`config.mk`:
```
export PLATFORM = sky130hd
export DESIGN_NAME = acdp_core
export DESIGN_NICKNAME = d
export VERILOG_FILES = /design/src/shared/acdp_pkg.sv /design/src/rtl/acdp_core.sv /design/src/rtl/acdp_mem.sv /design/src/rtl/acdp_fifo.sv
export SDC_FILE = /design/constraint.sdc
export NUM_CORES = 1
export LEC_CHECK = 0
export BUFFER_PORTS_ARGS = -buffer_cell sky130_fd_sc_hd__buf_2
export CAP_MARGIN = 25
export CELL_PAD_IN_SITES_DETAIL_PLACEMENT = 2
export CELL_PAD_IN_SITES_GLOBAL_PLACEMENT = 2
export CORE_MARGIN = 2
export CORE_UTILIZATION = 48
export CTS_CLUSTER_DIAMETER = 200
export CTS_CLUSTER_SIZE = 20
export DETAILED_ROUTE_END_ITERATION = 7
export PLACE_DENSITY_LB_ADDON = 0.08
export SYNTH_ARGS = -nofsm -noshare
export SYNTH_HDL_FRONTEND = slang
export SYNTH_SLANG_ARGS = --single-unit
```
`constraint.sdc`:
```
create_clock -name MCLK -period 15 [get_ports MCLK]
set_input_delay 1.5 -clock MCLK [delete_from_list [all_inputs] [get_ports MCLK]]
set_output_delay 1.5 -clock MCLK [all_outputs]
set_load 0.1 [all_outputs]
```
`src/shared/acdp_pkg.sv`:
```
/*
  Shared constants, types and character helpers for the ASCII drive
  command protocol slave. Assumes a byte-wide character stream below it
  and a word-wide parameter store outside it.
*/
package acdp_pkg;

  // Framing control bytes; none of them enters the checksum.
  localparam logic [7:0] ch_enq = 8'h05;
  localparam logic [7:0] ch_eot = 8'h04;
  localparam logic [7:0] ch_ack = 8'h06;
  localparam logic [7:0] ch_nak = 8'h15;

  // Command characters.
  localparam logic [7:0] cmd_read = 8'h52;
  localparam logic [7:0] cmd_write = 8'h57;
  localparam logic [7:0] cmd_mon_reg = 8'h58;
  localparam logic [7:0] cmd_mon_read = 8'h59;

  // Two-character error codes, first character in the upper byte.
  localparam logic [15:0] err_unknown_func = 16'h4946;
  localparam logic [15:0] err_invalid_address = 16'h4941;
  localparam logic [15:0] err_invalid_value = 16'h4944;
  localparam logic [15:0] err_write_refused = 16'h574d;
  localparam logic [15:0] err_frame = 16'h4645;
  localparam logic [7:0] err_char_min = 8'h20;
  localparam logic [7:0] err_char_max = 8'h7f;

  // Frame lengths in bytes, control bytes included.
  localparam logic [5:0] len_frame_ctl = 6'h02;
  localparam logic [5:0] len_read_req = 6'h0c;
  localparam logic [5:0] len_write_base = 6'h0c;
  localparam logic [5:0] len_mon_reg_base = 6'h08;
  localparam logic [5:0] len_mon_read = 6'h07;
  localparam logic [5:0] len_nak = 6'h09;
  localparam logic [5:0] len_ack_base = 6'h07;
  localparam logic [5:0] rx_buf_len = 6'h27;
  localparam logic [5:0] tx_buf_len = 6'h2c;

  // Character positions, counted after the lead byte in a request and from it (as 0) in a reply.
  localparam logic [5:0] pos_cmd = 6'h02;
  localparam logic [5:0] pos_addr = 6'h03;
  localparam logic [5:0] pos_cnt_rw = 6'h07;
  localparam logic [5:0] pos_data_rw = 6'h08;
  localparam logic [5:0] pos_cnt_mon = 6'h03;
  localparam logic [5:0] pos_data_mon = 6'h04;
  localparam logic [5:0] pos_reply_data = 6'h04;

  // Station range and word counts.
  localparam logic [4:0] station_min = 5'h01;
  localparam logic [4:0] station_max = 5'h1f;
  localparam logic [3:0] max_words = 4'h8;
  localparam int mon_depth = 8;
  localparam int fifo_depth = 16;
  localparam int char_width = 8;
  localparam int word_width = 16;

  // Answer codes of the parameter store.
  localparam logic [1:0] par_ok = 2'h0;
  localparam logic [1:0] par_bad_addr = 2'h1;
  localparam logic [1:0] par_bad_value = 2'h2;
  localparam logic [1:0] par_refused = 2'h3;

  typedef enum logic [2:0] {
    S_IDLE = 3'b000,
    S_RECV = 3'b001,
    S_CHECK = 3'b010,
    S_COPY = 3'b011,
    S_REQ = 3'b100,
    S_WAIT = 3'b101,
    S_EMIT = 3'b110
  } acdp_state_type;

  typedef struct packed {
    logic we;
    logic [15:0] addr;
    logic [15:0] wdata;
  } acdp_par_req_type;

  typedef struct packed {
    logic [1:0] status;
    logic [15:0] rdata;
  } acdp_par_rsp_type;

  // True for '0'..'9' and 'A'..'F'.
  function automatic logic is_hex(input logic [7:0] c);
    is_hex = (c >= 8'h30 && c <= 8'h39) || (c >= 8'h41 && c <= 8'h46);
  endfunction

  // ASCII-hex character to nibble; junk maps to a harmless value.
  function automatic logic [3:0] hex_to_nib(input logic [7:0] c);
    hex_to_nib = (c >= 8'h41) ? 4'(c[3:0] + 4'h9) : c[3:0];
  endfunction

  // Nibble to upper-case ASCII-hex character.
  function automatic logic [7:0] nib_to_hex(input logic [3:0] n);
    nib_to_hex = (n > 4'h9) ? 8'(8'h37 + {4'h0, n}) : {4'h3, n};
  endfunction

endpackage

```
`src/rtl/acdp_core.sv`:
```
/*
  Slave interpreter for the ASCII framed drive command protocol: parses
  requests byte by byte, runs reads and writes against an outside
  parameter store and queues the reply into a transmit FIFO.
  Assumes a character layer below that moves whole bytes and a parameter
  store that answers every request with exactly one response pulse.
*/
`timescale 1ns/100ps
module acdp_core
  import acdp_pkg::*;
(
  // Clock and reset.
  input wire logic MCLK,
  input wire logic RESET_N,
  // Configured station number.
  input wire logic [4:0] STATION_ID,
  // Received characters.
  input wire logic [7:0] RX_DATA,
  input wire logic RX_VALID,
  // Transmitted characters and line drive.
  output logic [7:0] TX_DATA,
  output logic TX_VALID,
  input wire logic TX_READY,
  output logic TX_DRIVE_EN,
  // Parameter store access.
  output acdp_par_req_type PAR_REQ,
  output logic PAR_REQ_VALID,
  input wire acdp_par_rsp_type PAR_RSP,
  input wire logic PAR_RSP_VALID
);

  acdp_state_type state_q;
  logic [5:0] rx_len_q, emit_pos_q, ej, pl_chars, data_start, cnt_pos, rel;
  logic [7:0] cmd_q, st_hi_q, st_lo_q, c1_q, c2_q, sum_q, tx_sum_q;
  logic [7:0] calc_sum, got_sum, emit_byte;
  logic [15:0] word_q, base_q, err_code_q, check_err, pld_wdata;
  logic [15:0] pld_rdata, mon_rdata, word_sh;
  logic [3:0] cnt_q, n_q, idx_q, mon_count_q, rx_nib;
  logic hex_bad_q, over_q, nak_q, written_once_q, rd_ok_q, drive_q;
  logic par_valid_q, rx_start, rx_char, is_x, is_rw, cnt_ok, station_ok;
  logic cmd_known, len_ok, check_fail, pld_we, push, fifo_ready;
  logic fifo_idle, last_emit, in_sum;
  logic [2:0] pld_waddr, pld_raddr;
  acdp_par_req_type par_req_q;

  assign PAR_REQ = par_req_q;
  assign PAR_REQ_VALID = par_valid_q;
  assign TX_DRIVE_EN = drive_q;

  // Receive decode. Characters are whole 8-bit codes, no parity bit.
  assign rx_start = RX_VALID && (RX_DATA == ch_enq) &&
    (state_q == S_IDLE || state_q == S_RECV);
  assign rx_char = RX_VALID && state_q == S_RECV &&
    RX_DATA != ch_enq && RX_DATA != ch_eot;
  assign rx_nib = hex_to_nib(RX_DATA);
  assign is_x = (cmd_q == cmd_mon_reg);
  assign is_rw = (cmd_q == cmd_read) || (cmd_q == cmd_write);
  assign data_start = is_x ? pos_data_mon : pos_data_rw;
  assign cnt_pos = is_x ? pos_cnt_mon : pos_cnt_rw;
  assign rel = rx_len_q - data_start;

  // Request capture. ENQ mid-frame restarts, so a torn frame is dropped.
  always_ff @(posedge MCLK or negedge RESET_N)
  begin
    if (!RESET_N)
    begin
      rx_len_q <= '0;
      sum_q <= '0;
      c1_q <= '0;
      c2_q <= '0;
      st_hi_q <= '0;
      st_lo_q <= '0;
      cmd_q <= '0;
      cnt_q <= '0;
      base_q <= '0;
      word_q <= '0;
      hex_bad_q <= 1'b0;
      over_q <= 1'b0;
    end
    else if (rx_start)
    begin
      rx_len_q <= '0;
      sum_q <= '0;
      cmd_q <= '0;
      cnt_q <= '0;
      hex_bad_q <= 1'b0;
      over_q <= 1'b0;
    end
    else if (rx_char)
    begin
      if (rx_len_q != 6'h3f)
      begin
        rx_len_q <= rx_len_q + 6'h01;
      end
      sum_q <= sum_q + RX_DATA;
      c1_q <= c2_q;
      c2_q <= RX_DATA;
      if (rx_len_q == 6'h00)
      begin
        st_hi_q <= RX_DATA;
      end
      if (rx_len_q == 6'h01)
      begin
        st_lo_q <= RX_DATA;
      end
      if (rx_len_q == pos_cmd)
      begin
        cmd_q <= RX_DATA;
      end
      if (rx_len_q != pos_cmd && !is_hex(RX_DATA))
      begin
        hex_bad_q <= 1'b1;
      end
      if (rx_len_q >= tx_buf_len - len_frame_ctl)
      begin
        over_q <= 1'b1;
      end
      if (is_rw && rx_len_q >= pos_addr && rx_len_q < pos_cnt_rw)
      begin
        base_q <= {base_q[11:0], rx_nib};
      end
      if (rx_len_q == cnt_pos)
      begin
        cnt_q <= rx_nib;
      end
      word_q <= {word_q[11:0], rx_nib};
    end
  end

  // Frame checks, worked out while the machine sits in S_CHECK.
  assign calc_sum = sum_q - c1_q - c2_q;
  assign got_sum = {hex_to_nib(c1_q), hex_to_nib(c2_q)};
  assign station_ok = is_hex(st_hi_q) && is_hex(st_lo_q) &&
    rx_len_q > pos_cmd && STATION_ID >= station_min &&
    {hex_to_nib(st_hi_q), hex_to_nib(st_lo_q)} ==
    {3'h0, STATION_ID};
  assign cnt_ok = cnt_q >= 4'h1 && cnt_q <= max_words;
  assign cmd_known = is_rw || is_x || cmd_q == cmd_mon_read;
  always_comb
  begin
    unique case (cmd_q)
      cmd_read: len_ok = cnt_ok &&
        rx_len_q == len_read_req - len_frame_ctl;
      cmd_write: len_ok = cnt_ok && rx_len_q ==
        len_write_base - len_frame_ctl + {cnt_q, 2'b00};
      cmd_mon_reg: len_ok = cnt_ok && rx_len_q ==
        len_mon_reg_base - len_frame_ctl + {cnt_q, 2'b00};
      default: len_ok = rx_len_q == len_mon_read - len_frame_ctl;
    endcase
  end

  // Bad sums, bad characters and overruns beat an unknown command, since the command
  // character itself may be the corrupted one; a bad length loses to it.
  always_comb
  begin
    check_fail = 1'b1;
    check_err = err_frame;
    if (hex_bad_q || over_q || calc_sum != got_sum)
    begin
      check_err = err_frame;
    end
    else if (!cmd_known)
    begin
      check_err = err_unknown_func;
    end
    else if (!len_ok)
    begin
      check_err = err_frame;
    end
    else
    begin
      check_fail = 1'b0;
    end
  end

  // Word buffer port: request words while receiving, results later.
  always_comb
  begin
    pld_we = 1'b0;
    pld_waddr = rel[4:2];
    pld_wdata = {word_q[11:0], rx_nib};
    if (state_q == S_RECV)
    begin
      pld_we = rx_char && rx_len_q >= data_start && rel[1:0] == 2'b11 &&
        rel[5:2] < max_words;
    end
    else if (state_q == S_WAIT && PAR_RSP_VALID &&
      PAR_RSP.status == par_ok && !(cmd_q == cmd_write && written_once_q))
    begin
      pld_we = 1'b1;
      pld_waddr = idx_q[2:0];
      pld_wdata = PAR_RSP.rdata;
    end
  end
  assign ej = emit_pos_q - pos_reply_data;
  assign pld_raddr = (state_q == S_EMIT) ? ej[4:2] : idx_q[2:0];

  acdp_mem #(.WIDTH(word_width), .DEPTH(mon_depth)) u_payload (
    .clk(MCLK),
    .reset_n(RESET_N),
    .we(pld_we),
    .waddr(pld_waddr),
    .wdata(pld_wdata),
    .raddr(pld_raddr),
    .rdata_q(pld_rdata)
  );

  // Monitor list, filled only after a whole registration checks out.
  acdp_mem #(.WIDTH(word_width), .DEPTH(mon_depth)) u_monitor (
    .clk(MCLK),
    .reset_n(RESET_N),
    .we(state_q == S_COPY && rd_ok_q),
    .waddr(idx_q[2:0]),
    .wdata(pld_rdata),
    .raddr(idx_q[2:0]),
    .rdata_q(mon_rdata)
  );

  // Reply character selection.
  assign pl_chars = nak_q ? 6'h02 : (is_x ? 6'h00 : {n_q, 2'b00});
  assign word_sh = pld_rdata >> {~ej[1:0], 2'b00};
  assign last_emit = (emit_pos_q == pos_reply_data + pl_chars + 6'h02);
  assign in_sum = emit_pos_q != 6'h00 && emit_pos_q < pos_reply_data + pl_chars;
  always_comb
  begin
    if (emit_pos_q == 6'h00)
    begin
      emit_byte = nak_q ? ch_nak : ch_ack;
    end
    else if (emit_pos_q == 6'h01)
    begin
      emit_byte = st_hi_q;
    end
    else if (emit_pos_q == 6'h02)
    begin
      emit_byte = st_lo_q;
    end
    else if (emit_pos_q == 6'h03)
    begin
      emit_byte = cmd_q;
    end
    else if (emit_pos_q < pos_reply_data + pl_chars)
    begin
      if (nak_q)
      begin
        emit_byte = ej[0] ? err_code_q[7:0] : err_code_q[15:8];
      end
      else
      begin
        emit_byte = nib_to_hex(word_sh[3:0]);
      end
    end
    else if (emit_pos_q == pos_reply_data + pl_chars)
    begin
      emit_byte = nib_to_hex(tx_sum_q[7:4]);
    end
    else if (!last_emit)
    begin
      emit_byte = nib_to_hex(tx_sum_q[3:0]);
    end
    else
    begin
      emit_byte = ch_eot;
    end
  end
  assign push = state_q == S_EMIT && rd_ok_q && fifo_ready;

  // Reply checksum over station, command and payload characters.
  always_ff @(posedge MCLK or negedge RESET_N)
  begin
    if (!RESET_N)
    begin
      tx_sum_q <= '0;
    end
    else if (state_q != S_EMIT)
    begin
      tx_sum_q <= '0;
    end
    else if (push && in_sum)
    begin
      tx_sum_q <= tx_sum_q + emit_byte;
    end
  end

  // Command sequencing. Reads of either word store need one settled
  // cycle, so every step drops rd_ok_q for a clock.
  always_ff @(posedge MCLK or negedge RESET_N)
  begin
    if (!RESET_N)
    begin
      state_q <= S_IDLE;
      idx_q <= '0;
      n_q <= '0;
      mon_count_q <= '0;
      nak_q <= 1'b0;
      err_code_q <= err_frame;
      emit_pos_q <= '0;
      written_once_q <= 1'b0;
      rd_ok_q <= 1'b0;
      par_valid_q <= 1'b0;
      par_req_q <= '0;
    end
    else
    begin
      rd_ok_q <= 1'b1;
      par_valid_q <= 1'b0;
      unique case (state_q)
        S_IDLE, S_RECV:
        begin
          if (rx_start)
          begin
            state_q <= S_RECV;
          end
          else if (state_q == S_RECV && RX_VALID && RX_DATA == ch_eot)
          begin
            state_q <= S_CHECK;
          end
        end
        S_CHECK:
        begin
          idx_q <= '0;
          emit_pos_q <= '0;
          rd_ok_q <= 1'b0;
          nak_q <= check_fail;
          err_code_q <= check_err;
          n_q <= (cmd_q == cmd_mon_read) ? mon_count_q : cnt_q;
          if (!station_ok)
          begin
            state_q <= S_IDLE;
          end
          else if (check_fail || (cmd_q == cmd_mon_read &&
            mon_count_q == 4'h0))
          begin
            state_q <= S_EMIT;
          end
          else
          begin
            state_q <= is_x ? S_COPY : S_REQ;
          end
        end
        S_COPY:
        begin
          if (rd_ok_q)
          begin
            idx_q <= idx_q + 4'h1;
            rd_ok_q <= 1'b0;
            if (idx_q + 4'h1 == n_q)
            begin
              mon_count_q <= n_q;
              state_q <= S_EMIT;
            end
          end
        end
        S_REQ:
        begin
          if (rd_ok_q)
          begin
            par_valid_q <= 1'b1;
            par_req_q.we <= (cmd_q == cmd_write);
            par_req_q.wdata <= pld_rdata;
            par_req_q.addr <= (cmd_q == cmd_mon_read) ? mon_rdata :
              base_q + {12'h000, idx_q};
            state_q <= S_WAIT;
          end
        end
        S_WAIT:
        begin
          if (PAR_RSP_VALID)
          begin
            rd_ok_q <= 1'b0;
            if (PAR_RSP.status != par_ok)
            begin
              nak_q <= 1'b1;
              unique case (PAR_RSP.status)
                par_bad_value: err_code_q <= err_invalid_value;
                par_refused: err_code_q <= err_write_refused;
                default: err_code_q <= err_invalid_address;
              endcase
              state_q <= S_EMIT;
            end
            else if (idx_q + 4'h1 == n_q)
            begin
              state_q <= S_EMIT;
            end
            else
            begin
              idx_q <= idx_q + 4'h1;
              state_q <= S_REQ;
            end
          end
        end
        S_EMIT:
        begin
          if (push)
          begin
            emit_pos_q <= emit_pos_q + 6'h01;
            rd_ok_q <= 1'b0;
            if (last_emit)
            begin
              state_q <= S_IDLE;
              if (!nak_q && cmd_q == cmd_write)
              begin
                written_once_q <= 1'b1;
              end
            end
          end
        end
        default:
        begin
          state_q <= S_IDLE;
        end
      endcase
    end
  end

  acdp_fifo #(.WIDTH(char_width), .DEPTH(fifo_depth)) u_tx_fifo (
    .clk(MCLK),
    .reset_n(RESET_N),
    .in_valid(push),
    .in_ready(fifo_ready),
    .in_data(emit_byte),
    .out_valid_q(TX_VALID),
    .out_ready(TX_READY),
    .out_data_q(TX_DATA),
    .idle(fifo_idle)
  );

  // The shared line is only claimed while a reply is being built or sent.
  always_ff @(posedge MCLK or negedge RESET_N)
  begin
    if (!RESET_N)
    begin
      drive_q <= 1'b0;
    end
    else
    begin
      drive_q <= (state_q == S_EMIT) || !fifo_idle;
    end
  end
endmodule

```
`src/rtl/acdp_mem.sv`:
```
/*
  Small word store with one write port and a registered read port.
  Assumes the caller waits one clock after changing the read address.
*/
`timescale 1ns/100ps
module acdp_mem
  import acdp_pkg::*;
#(
  parameter int WIDTH = 16,
  parameter int DEPTH = 8
)
(
  // Clock and reset.
  input wire logic clk,
  input wire logic reset_n,
  // Write port.
  input wire logic we,
  input wire logic [$clog2(DEPTH)-1:0] waddr,
  input wire logic [WIDTH-1:0] wdata,
  // Read port.
  input wire logic [$clog2(DEPTH)-1:0] raddr,
  output logic [WIDTH-1:0] rdata_q
);

  logic [WIDTH-1:0] mem_q [DEPTH];

  // The array holds no reset so that it maps onto plain storage.
  always_ff @(posedge clk)
  begin
    if (we)
    begin
      mem_q[waddr] <= wdata;
    end
  end

  // Read data always come out of a register.
  always_ff @(posedge clk or negedge reset_n)
  begin
    if (!reset_n)
    begin
      rdata_q <= '0;
    end
    else
    begin
      rdata_q <= mem_q[raddr];
    end
  end

endmodule

```
`src/rtl/acdp_fifo.sv`:
```
/*
  Synchronous FIFO with a registered output stage and valid/ready on
  both sides. Assumes one clock for writer and reader.
*/
`timescale 1ns/100ps
module acdp_fifo
  import acdp_pkg::*;
#(
  parameter int WIDTH = 8,
  parameter int DEPTH = 16
)
(
  // Clock and reset.
  input wire logic clk,
  input wire logic reset_n,
  // Filling side.
  input wire logic in_valid,
  output logic in_ready,
  input wire logic [WIDTH-1:0] in_data,
  // Draining side.
  output logic out_valid_q,
  input wire logic out_ready,
  output logic [WIDTH-1:0] out_data_q,
  // Nothing stored and nothing offered.
  output logic idle
);

  localparam int AW = $clog2(DEPTH);
  logic [WIDTH-1:0] mem_q [DEPTH];
  logic [AW-1:0] wr_q, rd_q;
  logic [AW:0] count_q;
  logic push, pop;

  // Full refuses the writer, which stalls the reply builder.
  assign in_ready = (count_q != (AW+1)'(DEPTH));
  assign push = in_valid && in_ready;
  assign pop = (count_q != '0) && (!out_valid_q || out_ready);
  assign idle = (count_q == '0) && !out_valid_q;

  // Storage write.
  always_ff @(posedge clk)
  begin
    if (push)
    begin
      mem_q[wr_q] <= in_data;
    end
  end

  // Pointers, fill level and output stage.
  always_ff @(posedge clk or negedge reset_n)
  begin
    if (!reset_n)
    begin
      wr_q <= '0;
      rd_q <= '0;
      count_q <= '0;
      out_valid_q <= 1'b0;
      out_data_q <= '0;
    end
    else
    begin
      if (push)
      begin
        wr_q <= wr_q + 1'b1;
      end
      if (pop)
      begin
        rd_q <= rd_q + 1'b1;
        out_data_q <= mem_q[rd_q];
        out_valid_q <= 1'b1;
      end
      else if (out_ready)
      begin
        out_valid_q <= 1'b0;
      end
      count_q <= count_q + (AW+1)'(push) - (AW+1)'(pop);
    end
  end

endmodule

```
==> results.cfg <==
[synth]
synth-compound-area-share = 0.0856
synth-xor-area-share = 0.0298
synth_fa_ha_area_frac = 0.0478
yosysWarnings = 0
yosys.area_share.simple = 0.0999
synth_area_um2 = 27300
ys.flop_type = edfxtp_1
synth_edf_count = 384
synth_mux_area_frac = 0.0916
synth_top_family_by_area = simple AND/OR/NAND/NOR gates
synthesis.area_per_instance_um2 = 13.2
synth-seq-area-share = 0.622
ys_ff_latch = 600
yosysUniqueCellTypes = 87
syn_nets = 2194
syn_inst = 2061
ys_async_sr_fraction = 0.360

[grt]
grt_pass1_vias = 20052
grt.overflow.total = 0
grt_max_degree = 85
grt_usage = 0.296
antenna_found_initial = 7
grt_pass1_wl_um = 130000

[worst_setup_path]
cp.depth = 21
r2r_setup_slack_ns = 8.50
critPathKind = register to register
cp_slowest_stage_delay_ns = 0.85
crit_buf_inv = 1
crit_top_cell = ha_1
cp_max_fo = 17
cp.arrival_ns = 6.95
startpoint_type = register
crit_start = cmd_q[0]
worstPathCellList = or4b_1, nor2_4, nor2_1, nand2_1, inv_1, ha_1, xor2_1, ha_1, nand3_1, o21ai_1, o311ai_1, a311o_1, nand2_1, ha_1, a21oi_1, nor2b_1, o21a_1, o41ai_1, xor2_1, o211ai_1, o31ai_1
r2r_start = cmd_q[0]
critPathCaptureType = register
crit_family = compound AO/OA/AOI/OAI gates
r2r_cells = 21
r2r_end = tx_sum_q[7]
cp.required_ns = 15.45
crit_slowest_cell = o21ai_1

[sta]
relSlewSlack = 0.281
drv_slew = 0
hold_viol_final = 0
rsz0062_at_grt = false
fmax_mhz = 154
setup_viol = 0
fin_worst_skew_ns = 0.0173
post-route-period-util = 0.433
fin_tns_setup_ns = 0
tightest_slew_ns = 1.08
post-route-min-period_ns = 6.50

[floorplan]
row_count = 87
io-pin-count = 80
start_util = 0.484
die_x_um = 242
core_um2 = 56300
dieArea_um2 = 58700
die_h_um = 242

[layout]
final_core_util = 0.529
antennaDiodeCount = 0
syn_to_final_growth_pct = 9.15
drive_gt1_frac = 0.146
fin_nets = 2267
design_area_um2 = 29700

[clock_network]
cts_hold_buffers = 0
cts_tree = done
path_clk_slew_ns = 0.10
cts_resized = 0
clock_latency_ns = 0.59
h-tree-depth = 2
clockBufferDepth = 3
cts_buffers = 35
post_cts_buffers = 0
clock-root-buffer = clkbuf_16
cts_sinks = 600

[pwr]
peakVddDrop_uv = 121
clkPwrFrac = 0.293
sw_frac_of_total = 0.281
seq_power_share = 0.550
p_leak_nw = 11.9
pwr-share-comb = 0.157
switchingPower_mw = 0.964
power_mw = 3.43
power.density_nw_per_um2 = 115
intPower_mw = 2.47

[route]
wl_um = 86000
dr.pass1.iters = 5
drtIter0Drc = 1518
vias = 18046
route.detailed.drc = 0
postRouteAntennaNets = 0
drt-wirelength-per-cell_um = 29.5
viasPerCell = 6.19

[flow_run]
drv_cap = 0

[min_path]
min_to = PAR_REQ[11]
hp-class = register to register
worstHoldPathCells = 2
hp-start = PAR_REQ[11]

[placement]
port_buffers = 79
placed_cell_area_um2 = 28700
place.gp.congestion = 0.816
dp_hpwl_um = 58600

[run_status]
status = completed
==> synthesized netlist by cell type, drive strengths merged, types with 20 or more instances <==
master  number  area [µm²]
nor3        33         176
nand2      272        1020
a21oi       56         292
xor2        34         298
nand3       46         230
dfrtp      213        5330
mux2i       20         200
xnor2       56         490
mux2        52         586
edfxtp     384       11500
o21ai      137         686
inv         78         293
mux4        76        1710
ha          85        1060
and2        23         144
a31oi       20         125
nor2b       21         131
nor2       109         419
a22oi       68         510
clkbuf      74         278
nand4       28         175
==> logic make-up after synthesis <==
family                   count (synthesis)
AND/OR/NAND/NOR                        591
AO/OA/AOI/OAI                          367
XOR/XNOR                                91
flip-flops                             600
multiplexers                           148
adder cells (fa/ha/maj)                 97
buffers and inverters                  167
==> worst max path at each step <==
stage / end
floorplan: tx_sum_q[7]
global placement: tx_sum_q[7]
detailed placement: tx_sum_q[7]
CTS: tx_sum_q[7]
global route: tx_sum_q[7]
finish: tx_sum_q[7]
==> final cells by class <==
| cell class | instances | area, µm² |
|---|---|---|
| Timing Repair Buffer | 124 | 795 |
| Clock buffer | 60 | 970 |
| Sequential cell | 600 | 16900 |
| Clock inverter | 2 | 28.8 |
| Multi-Input combinational cell | 1294 | 9770 |
| Inverter | 79 | 297 |
| Fill cell | 5358 | 26500 |
| Tap cell | 756 | 946 |
==> power groups by stage <==
| stage | logic (mW) | registers, mW | clock network, mW |
|---|---|---|---|
| 4_1_cts | 0.545 | 1.89 | 1.03 |
| 3_3_place_gp | 0.492 | 1.92 | 0 |
| 6_report | 0.539 | 1.89 | 1.01 |
| 2_1_floorplan | 0.346 | 1.94 | 0 |
| 5_1_grt | 0.583 | 1.90 | 1.07 |
| 3_5_place_dp | 0.533 | 1.92 | 0 |
==> per-layer routing <==
layer	global-route usage	wire, µm	vias up
li1	-	-	7773
met1	0.382	34600	9514
met2	0.521	44300	610
met3	0.0376	4600	143
met4	0.0937	2500	6
met5	0	30	-
==> flip-flops by register name (all words and copies together), names as in the netlist, 6 cells and up <==
register	count
st_hi_q	8
rx_len_q	6
u_tx_fifo.out_data_q	8
c1_q	8
word_q	12
u_tx_fifo.mem_q	128
u_monitor.mem_q	128
emit_pos_q	6
PAR_REQ	33
err_code_q	7
u_monitor.rdata_q	16
base_q	16
u_payload.mem_q	128
sum_q	8
cmd_q	8
tx_sum_q	8
c2_q	8
st_lo_q	8
u_payload.rdata_q	16
==> worst min-delay path, stage by stage, from the launching register on <==
cell,delay (ns)
dfrtp_1,0.35
nand2_1,0.05
nand2_1,0.05
==> per-stage QoR <==
stage / hold slack, ns / worst slack (ns) / cells
final: 0.481 / 8.50 / 2915
after global routing: 0.511 / 8.00 / 2915
after floorplan: 0.446 / 8.77 / 2061
after global placement: 0.455 / 8.30 / 2841
after detailed placement: 0.462 / 8.59 / 2848
after CTS: 0.483 / 8.50 / 2910
==> cells in the final DEF, fill, tap and decap left out, drive strengths merged, types with 5 or more instances in the layout <==
master / n
o21ai: 137
and3: 9
a31oi: 20
mux2i: 20
or3: 7
xor2: 34
o211ai: 10
nor3: 33
dfrtp: 213
mux2: 52
mux4: 76
nand2b: 7
a21oi: 56
nor3b: 7
fa: 12
buf: 124
nand3: 46
clkbuf: 60
and2: 23
ha: 85
nand2: 272
inv: 80
edfxtp: 384
nor2b: 21
xnor2: 56
nor2: 109
nor4: 10
nand4: 28
a22oi: 68
a211oi: 6
a21o: 14
a221oi: 5
Note: power is estimated with default switching activity, not from simulation.
